<file path="src/verilog/qbp_pkg.sv">
package qbp_pkg;

  localparam int PORT_W = 8;
  localparam int NUM_PORTS = 4;
  localparam int PIN_W = PORT_W * NUM_PORTS;
  localparam int PULL_W = PORT_W * (NUM_PORTS - 1);

  // one phase is one oscillator period, one clk period here
  localparam int OSC_PERIOD_NS = 10;
  localparam int CLK_PERIOD_NS = 10;
  localparam int STATES_PER_CYCLE = 6;
  localparam int PHASES_PER_STATE = 2;
  localparam int OSC_PER_CYCLE = STATES_PER_CYCLE * PHASES_PER_STATE;
  localparam int CLK_PER_CYCLE =
    (OSC_PER_CYCLE * OSC_PERIOD_NS) / CLK_PERIOD_NS;
  localparam int STRONG_OSC = 2;
  localparam int STRONG_CLK = (STRONG_OSC * OSC_PERIOD_NS) / CLK_PERIOD_NS;

  localparam logic [3:0] CYC_LAST = 4'(CLK_PER_CYCLE - 1);
  // latch loaded at the end of S6P1 so the new value stands in S6P2
  localparam logic [3:0] CYC_LATCH_UPD = 4'(CLK_PER_CYCLE - 2);
  localparam logic [3:0] CYC_STRONG_END = 4'(STRONG_CLK - 1);

  localparam logic [7:0] LATCH_RESET = 8'hff;
  localparam logic [7:0] EXT_P0_FILL = 8'hff;

  typedef enum logic [1:0] {
    PORT_ZERO = 2'h0,
    PORT_ONE = 2'h1,
    PORT_TWO = 2'h2,
    PORT_THREE = 2'h3
  } qbp_port_type;

endpackage : qbp_pkg

</file>
<file path="src/verilog/qbp_timing_if.sv">
`timescale 1ns/1ns
interface qbp_timing_if;
  logic [3:0] cyc;
  logic latch_upd;
  logic buf_smp;
  logic s1_start;
  logic strong_end;
  modport src (output cyc, output latch_upd, output buf_smp,
                output s1_start, output strong_end);
  modport snk (input cyc, input latch_upd, input buf_smp,
               input s1_start, input strong_end);
endinterface : qbp_timing_if

</file>
<file path="src/verilog/qbp_timing.sv">
`timescale 1ns/1ns
module qbp_timing (
  input wire logic clk,
  input wire logic rst_n,
  qbp_timing_if.src tif
);

  logic [3:0] cyc_q;

  // position in the machine cycle: state = cyc/2 + 1, phase = cyc%2 + 1
  always_ff @(posedge clk or negedge rst_n) begin
    if (!rst_n) begin
      cyc_q <= 4'h0;
    end else if (cyc_q == qbp_pkg::CYC_LAST) begin
      cyc_q <= 4'h0;
    end else begin
      cyc_q <= cyc_q + 4'h1;
    end
  end

  assign tif.cyc = cyc_q;
  assign tif.latch_upd = (cyc_q == qbp_pkg::CYC_LATCH_UPD);
  // edges that end a phase 2 open the next phase 1 sample
  assign tif.buf_smp = cyc_q[0];
  assign tif.s1_start = (cyc_q == qbp_pkg::CYC_LAST);
  assign tif.strong_end = (cyc_q == qbp_pkg::CYC_STRONG_END);

  property p_cycle_len;
    @(posedge clk) disable iff (!rst_n)
      (cyc_q == 4'h0) |-> ##11 (cyc_q == 4'hb) ##1 (cyc_q == 4'h0);
  endproperty
  a_cycle_len: assert property (p_cycle_len)
    else $error("machine cycle is not twelve periods");

endmodule : qbp_timing

</file>
<file path="src/verilog/qbp_port_latch.sv">
`timescale 1ns/1ns
module qbp_port_latch (
  input wire logic clk,
  input wire logic rst_n,
  input wire logic [1:0] port_sel,
  input wire logic [7:0] bus_wdata,
  input wire logic wr_latch_strb,
  input wire logic rd_latch_strb,
  input wire logic rmw_rd_strb,
  input wire logic rd_pin_strb,
  output logic [7:0] bus_rdata,
  input wire logic ext_ctrl,
  input wire logic ext_hi_used,
  input wire logic [7:0] ext_addr_hi,
  input wire logic [7:0] ext_ad_out,
  input wire logic ext_ad_oe,
  input wire logic [7:0] alt_out,
  output logic [7:0] alt_in,
  input wire logic [31:0] pin_in,
  output logic [31:0] pin_out,
  output logic [31:0] pin_oe,
  output logic [23:0] strong_pullup,
  output logic [23:0] weak_latched_pullup,
  output logic [23:0] very_weak_pullup
);

  localparam int W = qbp_pkg::PORT_W;
  localparam int NP = qbp_pkg::NUM_PORTS;

  qbp_timing_if tif ();

  qbp_timing u_timing (
    .clk (clk),
    .rst_n (rst_n),
    .tif (tif.src)
  );

  logic [W-1:0] latch_q [NP];
  logic [NP-1:0] pend_q;
  logic [W-1:0] pend_data_q [NP];
  logic [31:0] pin_meta_q;
  logic [31:0] pin_sync_q;
  logic [7:0] rdata_q;
  logic [31:0] pin_out_q;
  logic [31:0] pin_oe_q;
  logic [23:0] strong_q;
  logic [23:0] strong_d;
  logic [23:0] weak_q;
  logic [23:0] vweak_q;
  logic hi_drv_q;
  logic [31:0] val;
  logic [23:0] rise;
  logic [31:0] oe_d;
  logic [31:0] out_d;
  logic ext_hi_drv;
  logic wr_now;

  assign ext_hi_drv = ext_ctrl && ext_hi_used;
  assign wr_now = wr_latch_strb && tif.latch_upd;

  // two-stage synchroniser on every pin before anything reads it
  always_ff @(posedge clk or negedge rst_n) begin
    if (!rst_n) begin
      pin_meta_q <= 32'h0000_0000;
      pin_sync_q <= 32'h0000_0000;
    end else begin
      pin_meta_q <= pin_in;
      pin_sync_q <= pin_meta_q;
    end
  end

  // a write seen early in the cycle waits here until the latch slot;
  // one pending word per port so writes to different ports do not clash
  always_ff @(posedge clk or negedge rst_n) begin
    if (!rst_n) begin
      pend_q <= '0;
      for (int p = 0; p < NP; p++) begin
        pend_data_q[p] <= 8'h00;
      end
    end else begin
      for (int p = 0; p < NP; p++) begin
        if (wr_latch_strb && !tif.latch_upd && port_sel == 2'(p)) begin
          pend_q[p] <= 1'b1;
          pend_data_q[p] <= bus_wdata;
        end else if (tif.latch_upd) begin
          pend_q[p] <= 1'b0;
        end
      end
    end
  end

  // port latches
  always_ff @(posedge clk or negedge rst_n) begin
    if (!rst_n) begin
      for (int p = 0; p < NP; p++) begin
        latch_q[p] <= qbp_pkg::LATCH_RESET;
      end
    end else begin
      for (int p = 0; p < NP; p++) begin
        if (p == 0 && ext_ctrl) begin
          // external bus overwrites whatever port zero held
          latch_q[p] <= qbp_pkg::EXT_P0_FILL;
        end else if (wr_now && port_sel == 2'(p)) begin
          latch_q[p] <= bus_wdata;
        end else if (tif.latch_upd && pend_q[p]) begin
          latch_q[p] <= pend_data_q[p];
        end
      end
    end
  end

  // read path; latch reads win over pin reads
  always_ff @(posedge clk or negedge rst_n) begin
    if (!rst_n) begin
      rdata_q <= 8'h00;
    end else if (rd_latch_strb || rmw_rd_strb) begin
      // modify-and-write-back must see the latch, never a loaded pin
      rdata_q <= latch_q[port_sel];
    end else if (rd_pin_strb) begin
      rdata_q <= pin_sync_q[port_sel*W +: W];
    end
  end

  assign bus_rdata = rdata_q;
  assign alt_in = pin_sync_q[31:24];

  // level each buffer wants to emit
  always_comb begin
    // external bus takes the drivers away from the latches
    val[7:0] = ext_ctrl ? ext_ad_out : latch_q[0];
    val[15:8] = latch_q[1];
    val[23:16] = ext_hi_drv ? ext_addr_hi : latch_q[2];
    // latch 0 pins the alternate function low
    val[31:24] = latch_q[3] & alt_out;
  end

  assign rise = val[31:8] & ~pin_out_q[31:8];

  // strong pullup: S1P1/S1P2 on a rise, or all along for port two
  // address ones
  always_comb begin
    strong_d = strong_q;
    if (tif.s1_start) begin
      strong_d = rise;
    end else if (tif.strong_end) begin
      strong_d = '0;
    end
    if (tif.buf_smp) begin
      if (ext_hi_drv) begin
        strong_d[15:8] = ext_addr_hi;
      end else if (hi_drv_q) begin
        strong_d[15:8] = 8'h00;
      end
    end
  end

  // per-bit drive; each bit chooses its own direction, except port zero under the external bus, where ext_ad_oe sets all eight
  always_comb begin
    if (ext_ctrl) begin
      // both transistors run, so ones are driven high
      out_d[7:0] = val[7:0];
      oe_d[7:0] = {8{ext_ad_oe}};
    end else begin
      // open drain: only zeros drive, a one floats
      out_d[7:0] = 8'h00;
      oe_d[7:0] = ~latch_q[0];
    end
    out_d[31:8] = val[31:8];
    oe_d[31:8] = ~val[31:8] | strong_d;
  end

  // output buffers only look at the latch at phase 1 starts
  always_ff @(posedge clk or negedge rst_n) begin
    if (!rst_n) begin
      pin_out_q <= {8'hff, 8'hff, 8'hff, 8'h00};
      pin_oe_q <= 32'h0000_0000;
      hi_drv_q <= 1'b0;
    end else if (tif.buf_smp) begin
      pin_out_q <= out_d;
      pin_oe_q <= oe_d;
      hi_drv_q <= ext_hi_drv;
    end
  end

  always_ff @(posedge clk or negedge rst_n) begin
    if (!rst_n) begin
      strong_q <= 24'h00_0000;
    end else begin
      strong_q <= strong_d;
    end
  end

  // very weak pullup sits on whenever the pulldown is off; the weak
  // one is kicked on by the strong pulse and held by the pin level,
  // so a glitch to 0 drops it and only the very weak one recovers
  always_ff @(posedge clk or negedge rst_n) begin
    if (!rst_n) begin
      vweak_q <= 24'hff_ffff;
      weak_q <= 24'h00_0000;
    end else begin
      vweak_q <= pin_out_q[31:8];
      // the synchronised pin lags by two edges, so the pulse itself
      // keeps the latch set until the pin is seen high
      weak_q <= strong_d | strong_q |
                (weak_q & pin_sync_q[31:8] & pin_out_q[31:8]);
    end
  end

  assign pin_out = pin_out_q;
  assign pin_oe = pin_oe_q;
  assign strong_pullup = strong_q;
  assign weak_latched_pullup = weak_q;
  assign very_weak_pullup = vweak_q;

  property p_latch_slot;
    @(posedge clk) disable iff (!rst_n)
      (latch_q[1] != $past(latch_q[1])) |-> $past(tif.latch_upd);
  endproperty
  a_latch_slot: assert property (p_latch_slot)
    else $error("port one latch changed outside its slot");

  property p_buf_phase;
    @(posedge clk) disable iff (!rst_n)
      $changed(pin_out_q[31:8]) |-> $past(tif.buf_smp);
  endproperty
  a_buf_phase: assert property (p_buf_phase)
    else $error("pin level changed outside phase 1");

  property p_strong_s1;
    @(posedge clk) disable iff (!rst_n)
      (strong_q[7:0] != 8'h00) |-> (tif.cyc <= 4'h1);
  endproperty
  a_strong_s1: assert property (p_strong_s1)
    else $error("port one strong pullup outside state one");

  property p_strong_two;
    @(posedge clk) disable iff (!rst_n)
      $rose(|strong_q[23:16]) |-> (|strong_q[23:16]) ##1
        (|strong_q[23:16]) ##1 !(|strong_q[23:16]);
  endproperty
  a_strong_two: assert property (p_strong_two)
    else $error("strong pullup pulse not two periods");

  property p_zero_fill;
    @(posedge clk) disable iff (!rst_n)
      ext_ctrl |=> (latch_q[0] == 8'hff);
  endproperty
  a_zero_fill: assert property (p_zero_fill)
    else $error("port zero latch not filled with ones");

  property p_alt_out;
    @(posedge clk) disable iff (!rst_n)
      tif.buf_smp |=> ((pin_oe_q[31:24] & ~pin_out_q[31:24]) ==
        ~$past(latch_q[3] & alt_out));
  endproperty
  a_alt_out: assert property (p_alt_out)
    else $error("port three pin not following alternate output");

  property p_rd_latch;
    @(posedge clk) disable iff (!rst_n)
      (rd_latch_strb || rmw_rd_strb) |=>
        (rdata_q == $past(latch_q[port_sel]));
  endproperty
  a_rd_latch: assert property (p_rd_latch)
    else $error("latch read returned wrong data");

  property p_rd_pin;
    @(posedge clk) disable iff (!rst_n)
      (rd_pin_strb && !rd_latch_strb && !rmw_rd_strb) |=>
        (rdata_q == $past(pin_sync_q[port_sel*W +: W]));
  endproperty
  a_rd_pin: assert property (p_rd_pin)
    else $error("pin read returned wrong data");

  property p_zero_drain;
    @(posedge clk) disable iff (!rst_n)
      (tif.buf_smp && !ext_ctrl) |=>
        ((pin_oe_q[7:0] & pin_out_q[7:0]) == 8'h00);
  endproperty
  a_zero_drain: assert property (p_zero_drain)
    else $error("port zero drove high outside external access");

  property p_hi_hold;
    @(posedge clk) disable iff (!rst_n)
      (tif.buf_smp && ext_hi_drv) |=>
        (strong_q[15:8] == $past(ext_addr_hi));
  endproperty
  a_hi_hold: assert property (p_hi_hold)
    else $error("port two strong pullup not tracking address ones");

endmodule : qbp_port_latch

</file>
<file path="config.mk">
export PLATFORM = sky130hd
export DESIGN_NAME = qbp_port_latch
export DESIGN_NICKNAME = d
export VERILOG_FILES = /design/src/verilog/qbp_pkg.sv /design/src/verilog/qbp_timing_if.sv /design/src/verilog/qbp_timing.sv /design/src/verilog/qbp_port_latch.sv
export SDC_FILE = /design/constraint.sdc
export NUM_CORES = 1
export LEC_CHECK = 0
export ABC_AREA = 0
export BUFFER_PORTS_ARGS = -buffer_cell sky130_fd_sc_hd__buf_2
export CAP_MARGIN = 40
export CORE_AREA = 2 2 164 166
export DETAILED_ROUTE_END_ITERATION = 8
export DIE_AREA = 0 0 166 168
export GPL_ROUTABILITY_DRIVEN = 0
export SETUP_SLACK_MARGIN = 0.3
export SYNTH_ARGS = -nofsm -noshare
export SYNTH_HDL_FRONTEND = slang
export SYNTH_SLANG_ARGS = --single-unit
</file>
<file path="constraint.sdc">
create_clock -name clk -period 2.9 [get_ports clk]
set_input_delay 0 -clock clk [delete_from_list [all_inputs] [get_ports clk]]
set_output_delay 0 -clock clk [all_outputs]
set_load 0.03 [all_outputs]
</file>
## Word level (Yosys, flattened, before mapping)

Index checks and enable logic that the tools add are counted.

- Muxes and demuxes: 28
- Shift operators: 1
- Equality and inequality tests: 6
- Reduce and logical (&&, ||, !) cells: 27
- $add $sub $neg: 1
- Magnitude comparators: 1
- Bitwise logic cells: 11

Operators by type and width:

| kind | number |
|---|---|
| $mux 8 | 19 |
| $and 24x24->24 | 3 |
| $or 24x24->24 | 3 |
| $mux 24 | 2 |
| $not 24->24 | 2 |
| $shiftx 32x6->8 | 1 |
| $bmux 8 s2 | 1 |
| $reduce_bool 2->1 | 8 |
| $logic_and 1x1->1 | 15 |
| $and 8x8->8 | 1 |
| $eq 4x4->1 const B | 2 |
| $not 8->8 | 1 |
| $mux 1 | 5 |
| $add 4x1->4 const B | 1 |
| $eq 2x2->1 const B | 2 |
| $eq 4x1->1 const B | 1 |
| $mux 4 | 1 |
| $ge 3x3->1 const B | 1 |
| $not 2->3 | 1 |
| $reduce_bool 3->1 | 1 |
| $eq 2x1->1 const B | 1 |
| $logic_not 2->1 | 1 |
| $logic_not 1->1 | 1 |
| $logic_or 1x1->1 | 1 |

- Register bits after elaboration: 281
- Output and inout port bits: 152
- Input port bits: 75
- Logic and storage cells: 97

## Longest topological paths before layout

- Depth after elaboration: 9
- Mapped depth: 10
- Mapped depth without buffers: 6

## By module

A second synthesis with hierarchy kept.

- Cell total of the unflattened synthesis: 796
- Area total of the unflattened synthesis: 11,209.5 µm²

By module, submodules not included:

| module | cells an instance | sequential area each (µm²) | area an instance (µm²) | times used |
|---|---|---|---|---|
| qbp_port_latch | 775 | 7,031.7 | 10,984.3 | 1 |
| qbp_timing | 21 | 100.1 | 225.2 | 1 |

## Worst setup path after synthesis

No wires, ideal clock.

- Path kind: register to register
- Start point: register u_timing.cyc_q[0] (netlist: u_timing.tif.cyc[0])
- End point: register latch_q[21] (netlist bit)
- Setup time: 0.083 ns
- Data required time: 2.817 ns
- Cell stages (with the launch flop): 11
- Clock period less this slack: 2.254 ns
- Slack: 0.646 ns
- Path buffers: 4
- Arrival time: 2.171 ns
- Path through: dfrtp_1 -> inv_1 -> clkbuf_1 -> clkbuf_1 -> ha_1 -> nand3b_1 -> or3_1 -> clkbuf_1 -> buf_2 -> nor2_1 -> a21oi_1

- Cells in the longest elaborated chain, start to end: 4
- Elaborated cells on any way between the ends: 6
- Classes of those cells: eq/ne (1); mux (1); reduce/logical (4)

Ends and longest elaborated chain:

| what | line | text |
|---|---|---|
| start, declared | qbp_timing.sv:8 | `logic [3:0] cyc_q;` |
| start signal, assigned | qbp_timing.sv:17 | `cyc_q <= cyc_q + 4'h1;` |
| $eq 4x4->1 * | qbp_timing.sv:22 | `assign tif.latch_upd = (cyc_q == qbp_pkg::CYC_LATCH_UPD);` |
| $logic_and 1x1->1 | qbp_port_latch.sv:59 | `assign wr_now = wr_latch_strb && tif.latch_upd;` |
| $logic_and 1x1->1 | qbp_port_latch.sv:103 | `end else if (wr_now && port_sel == 2'(p)) begin` |
| $mux 8 / $reduce_bool 2->1 (equally long branches) | - |  |
| end signal, assigned by index | qbp_port_latch.sv:102 | `latch_q[p] <= qbp_pkg::EXT_P0_FILL;` |
| end signal, assigned by index | qbp_port_latch.sv:104 | `latch_q[p] <= bus_wdata;` |
| end signal, assigned by index | qbp_port_latch.sv:106 | `latch_q[p] <= pend_data_q[p];` |
| end, declared | qbp_port_latch.sv:38 | `logic [W-1:0] latch_q [NP];` |

Every way passes the cells marked *; elsewhere a longest branch is shown, timed or not.
A chain may end at the register's enable or synchronous reset.

## Worst setup path in the final report

- Start point: register u_timing.cyc_q[0] (netlist: u_timing.tif.cyc[0])
- End point: register pend_data_q[2] (netlist bit)

- Cells in the longest elaborated chain, start to end: 4

Ends and longest elaborated chain:

| what | line | text |
|---|---|---|
| $eq 4x4->1 | qbp_timing.sv:22 |  |
| $logic_not 1->1 | qbp_port_latch.sv:82 | `if (wr_latch_strb && !tif.latch_upd && port_sel == 2'(p)) begin` |
| $logic_and 1x1->1 (2 in a row) | qbp_port_latch.sv:82 |  |
| end signal, assigned by index | qbp_port_latch.sv:84 | `pend_data_q[p] <= bus_wdata;` |
| end, declared | qbp_port_latch.sv:40 | `logic [W-1:0] pend_data_q [NP];` |

No other way between the ends.

==> impl_summary.txt <==
----------------------------------------------------
[Outcome]
  Result of the run ... finished clean

[Timing]
  Share of the clock period used by the worst path after layout ... around 74%
  Transition time of the tightest slew-check pin ... about 830 ps
  Final total negative setup slack ... 0 ps
  Hold Fails Final Rpt ... 0
  Number of failing setup endpoints in the final timing report ... 0
  Worst hold slack ... 33.2 ps
  Final Max Slew Viols ... 0
  Peak clock frequency supported by timing ... about 470 MHz
  Time the worst path needs with I/O delays and setup ... 2140 ps
  Largest clock skew in the final design ... around 15 ps
  Slew HR ... between 40% and 50%
  RSZ-0062 raised after global routing ... no

[Setup path]
  Peak fanout along the critical path ... 9
  Element type at the critical path end ... flip-flop
  Cell-by-cell listing of the critical path ... inv_1 > ha_1 > and3b_1 > or3_1 > mux2_4
  CP Buf/Inv Count ... 1
  Slowest cell on crit path ... or3_1
  Critical path data required time ... roughly 3300 ps
  Delay of the slowest critical-path stage ... around 550 ps
  Startpoint-to-endpoint class of the critical path ... reg -> reg
  Worst EP arrival ... roughly 2600 ps
  Top Family by Delay on Critical Path ... simple AND/OR/NAND/NOR gates
  Startpoint class of the critical path ... flip-flop

[Routing]
  Post-DRT Antenna Nets ... 0
  Via density ... 5.26
  DRC ... 0
  Number of optimization iterations in the first detailed-route pass ... 5
  DR iter-0 viols ... slightly above 600
  Total via count in the routed design ... ~7700
  Detailed-route wire length per cell ... just over 20 um
  Final wirelength ... a little under 30 mm

[Placed design]
  PortBufs ... about 230
  Final HPWL from detailed placement ... between 20 and 25 mm

[CTS]
  Clock Root Buffer ... clkbuf_16
  Clock input transition at the sequential cells of the worst setup and hold paths ... 60 ps
  Sinks on Clock Net ... ~280
  Post-CTS Setup Bufs ... 0
  Later-pin clock latency in the skew report ... between 500 and 600 ps
  H-tree Lvls ... 1
  Clock tree from TritonCTS ... done
  Clk buf depth ... 3
  Number of buffers created by CTS ... 30

[Cells and area]
  Share of final-layout standard cells stronger than drive strength 1 ... a little under two fifths
  Net count of the finished layout ... about 1200
  Area growth from synthesis to layout ... 29.1%

[Power]
  Max IR drop VDD ... about 0.48 mV
  Lkg Pwr ... 6.56 nW
  Pwr Density ... between 700 and 800 nW/um2

[Die]
  Placement row count ... 60
  Die outline width ... approximately 170 um
  Effective utilization at floorplan ... between 40% and 50%
  Die Y-Extent ... roughly 170 um
  Core area ... around 26000 um2
  I/O pins ... roughly 230
  Die area ... around 28000 um2

[GRT]
  Initial antenna violation count ... 0
  Number of global-route vias before repair ... ~7600
  Global-route wire length before repair ... 46.0 mm
  Maximum number of pins on one net before global-route repair ... 107
  GRT Residual Overflow ... 0
  Global Route Usage Sum ... 21.1%

[Synthesis]
  Mapped Area ... 10800 um2
  Post-synthesis sequential element count ... approximately 280
  Syn_area_per_cell ... 13.3 um2
  Part of the Yosys area used for sequential elements ... 65.9%
  Count of synthesis-stage warnings from yosys ... 0
  Net count of the mapped netlist ... between 800 and 900
  Distinct cells, synth ... between 40 and 50
  Cell count after synthesis ... 811

[Hold path]
  Path category of the worst min-delay check ... in -> reg

[Flow run]
  Total of max-cap violations ... 0

----------------------------------------------------
-- worst paths after layout --
kind                                          startpoint                             to  slack [ps]  depth (start not counted)
setup / recovery           u_timing.tif.cyc[0]$_DFF_PN0_     pend_data_q[2]$_DFFE_PN0P_         760                          5
hold / removal                             wr_latch_strb          pend_q[0]$_DFFE_PN0P_          30                          4
setup reg to reg           u_timing.tif.cyc[0]$_DFF_PN0_     pend_data_q[2]$_DFFE_PN0P_         760                          5
hold reg to reg                  pin_meta_q[3]$_DFF_PN0_        pin_sync_q[3]$_DFF_PN0_         340                          0
max in group asynchronous                          rst_n  very_weak_pullup[1]$_DFF_PN1_        1820                          3
min in group asynchronous                          rst_n         pin_out[3]$_DFFE_PN0P_          90                          2
-- what timing repair did --
action,4_1_cts,5_1_grt
resized for setup,0,0
hold buffers,70,0
hold endpoints to repair,264,0
-- where the power goes --
part	internal (mW)	switching, mW
clock	2.20	1.53
sequential	4.68	0.499
combinational	0.757	1.42
-- cell usage in the layout, fill, tap and decap left out, types with 9 or more instances in the layout --
cell type,Yosys,layout
inv_1,12,12
clkinv_2,0,9
mux2i_1,41,41
buf_2,13,225
buf_4,9,12
dlygate4sd3_1,0,70
a31oi_1,17,17
o31ai_1,16,16
mux4_2,16,16
nand2_1,77,77
nor3_1,10,10
o21ai_0,56,56
a21oi_1,24,24
dfrtp_1,201,200
dfstp_2,80,80
nor2_1,52,52
mux2_2,34,34
o211ai_1,15,15
clkbuf_16,0,31
a21o_1,19,19
-- synthesized netlist by cell type --
cell type / count / area share, %
and3_1: 1 / 0.058
nor3_1: 10 / 0.46
o21ai_0: 56 / 2.6
buf_2: 13 / 0.60
o21a_1: 7 / 0.49
or3_1: 2 / 0.12
mux2_4: 8 / 1.1
o22a_1: 8 / 0.65
clkbuf_1: 21 / 0.73
o31ai_1: 16 / 1.1
nor2b_1: 1 / 0.058
xnor2_1: 1 / 0.081
dfrtp_1: 201 / 46
nand2b_1: 2 / 0.12
buf_4: 9 / 0.62
o221ai_1: 1 / 0.081
or2_1: 1 / 0.058
dfstp_2: 80 / 19
nand3b_1: 2 / 0.14
and2_1: 3 / 0.17
nor3b_1: 8 / 0.56
mux2i_1: 41 / 3.8
a311o_1: 8 / 0.74
buf_1: 3 / 0.10
buf_6: 2 / 0.21
mux2_2: 34 / 3.5
a21boi_0: 8 / 0.56
a22oi_1: 8 / 0.56
nor3_4: 2 / 0.30
ha_1: 3 / 0.35
and3b_1: 1 / 0.081
a22o_1: 8 / 0.65
nand3_1: 2 / 0.093
a21o_1: 19 / 1.3
a21oi_1: 24 / 1.1
nand2_1: 77 / 2.7
a31oi_1: 17 / 0.98
nor2_1: 52 / 1.8
mux4_2: 16 / 3.3
inv_1: 12 / 0.42
a2111oi_0: 8 / 0.65
o211ai_1: 15 / 1.0
-- through the flow --
stage	instances	power [mW]	util [%]	worst slack [ps]	area, um2
2_1_floorplan	811	6.47	-	646	10800
3_3_place_gp	1344	7.33	46.6	541	12300
3_5_place_dp	1345	7.36	46.6	793	12300
4_1_cts	1471	11.2	53.0	793	14000
5_1_grt	1471	11.6	53.0	593	14000
6_report	1472	11.1	53.0	765	14000
-- worst reg2reg max path: cells and delay by family, from the launching register on --
kind                     cells  cell delay, ps
adder cells (fa/ha/maj)      1             150
buffers and inverters        1              80
flip-flops                   1             420
multiplexers                 1             350
AND/OR/NAND/NOR              2            1020
-- final cells by class --
class	count	area, um2
Inverter	12	45.0
Sequential cell	281	7130
Fill cell	2226	12400
Timing Repair Buffer	311	1990
Antenna cell	1	2.50
Tap cell	341	427
Clock buffer	45	888
Clock inverter	11	86.3
Multi-Input combinational cell	470	3400
-- flip-flops by register name, summed over array words and instances, names as in the netlist --
signal and flops:
strong_pullup 24, hi_drv_q 1, latch_q 32, pend_data_q 32
pin_meta_q 32, very_weak_pullup 24, bus_rdata 8, pin_oe 32
weak_latched_pullup 24, u_timing.tif.cyc 4, pend_q 4, pin_out 32
pin_sync_q 32
-- metal layers --
layer | routed length (um) | vias up | global-route usage (%)
li1 | - | 3511 | -
met4 | 691 | 0 | 5.22
met3 | 1780 | 43 | 3.36
met1 | 13000 | 3922 | 29.8
met5 | 0 | - | 0
met2 | 14300 | 262 | 34.5
-- cells by family (layout without fill, tap and decap cells) --
logic type	count (synthesis)	count (layout)	share of synthesized area (%)
compound gates	203	203	12.5
flops	281	281	65.9
other cells	0	1	0
simple gates	164	164	6.68
buf+inv	60	379	2.68
fa+ha+maj	3	3	0.347
xor+xnor	1	1	0.0810
mux	99	99	11.8
(Power assumes the default switching activity.)
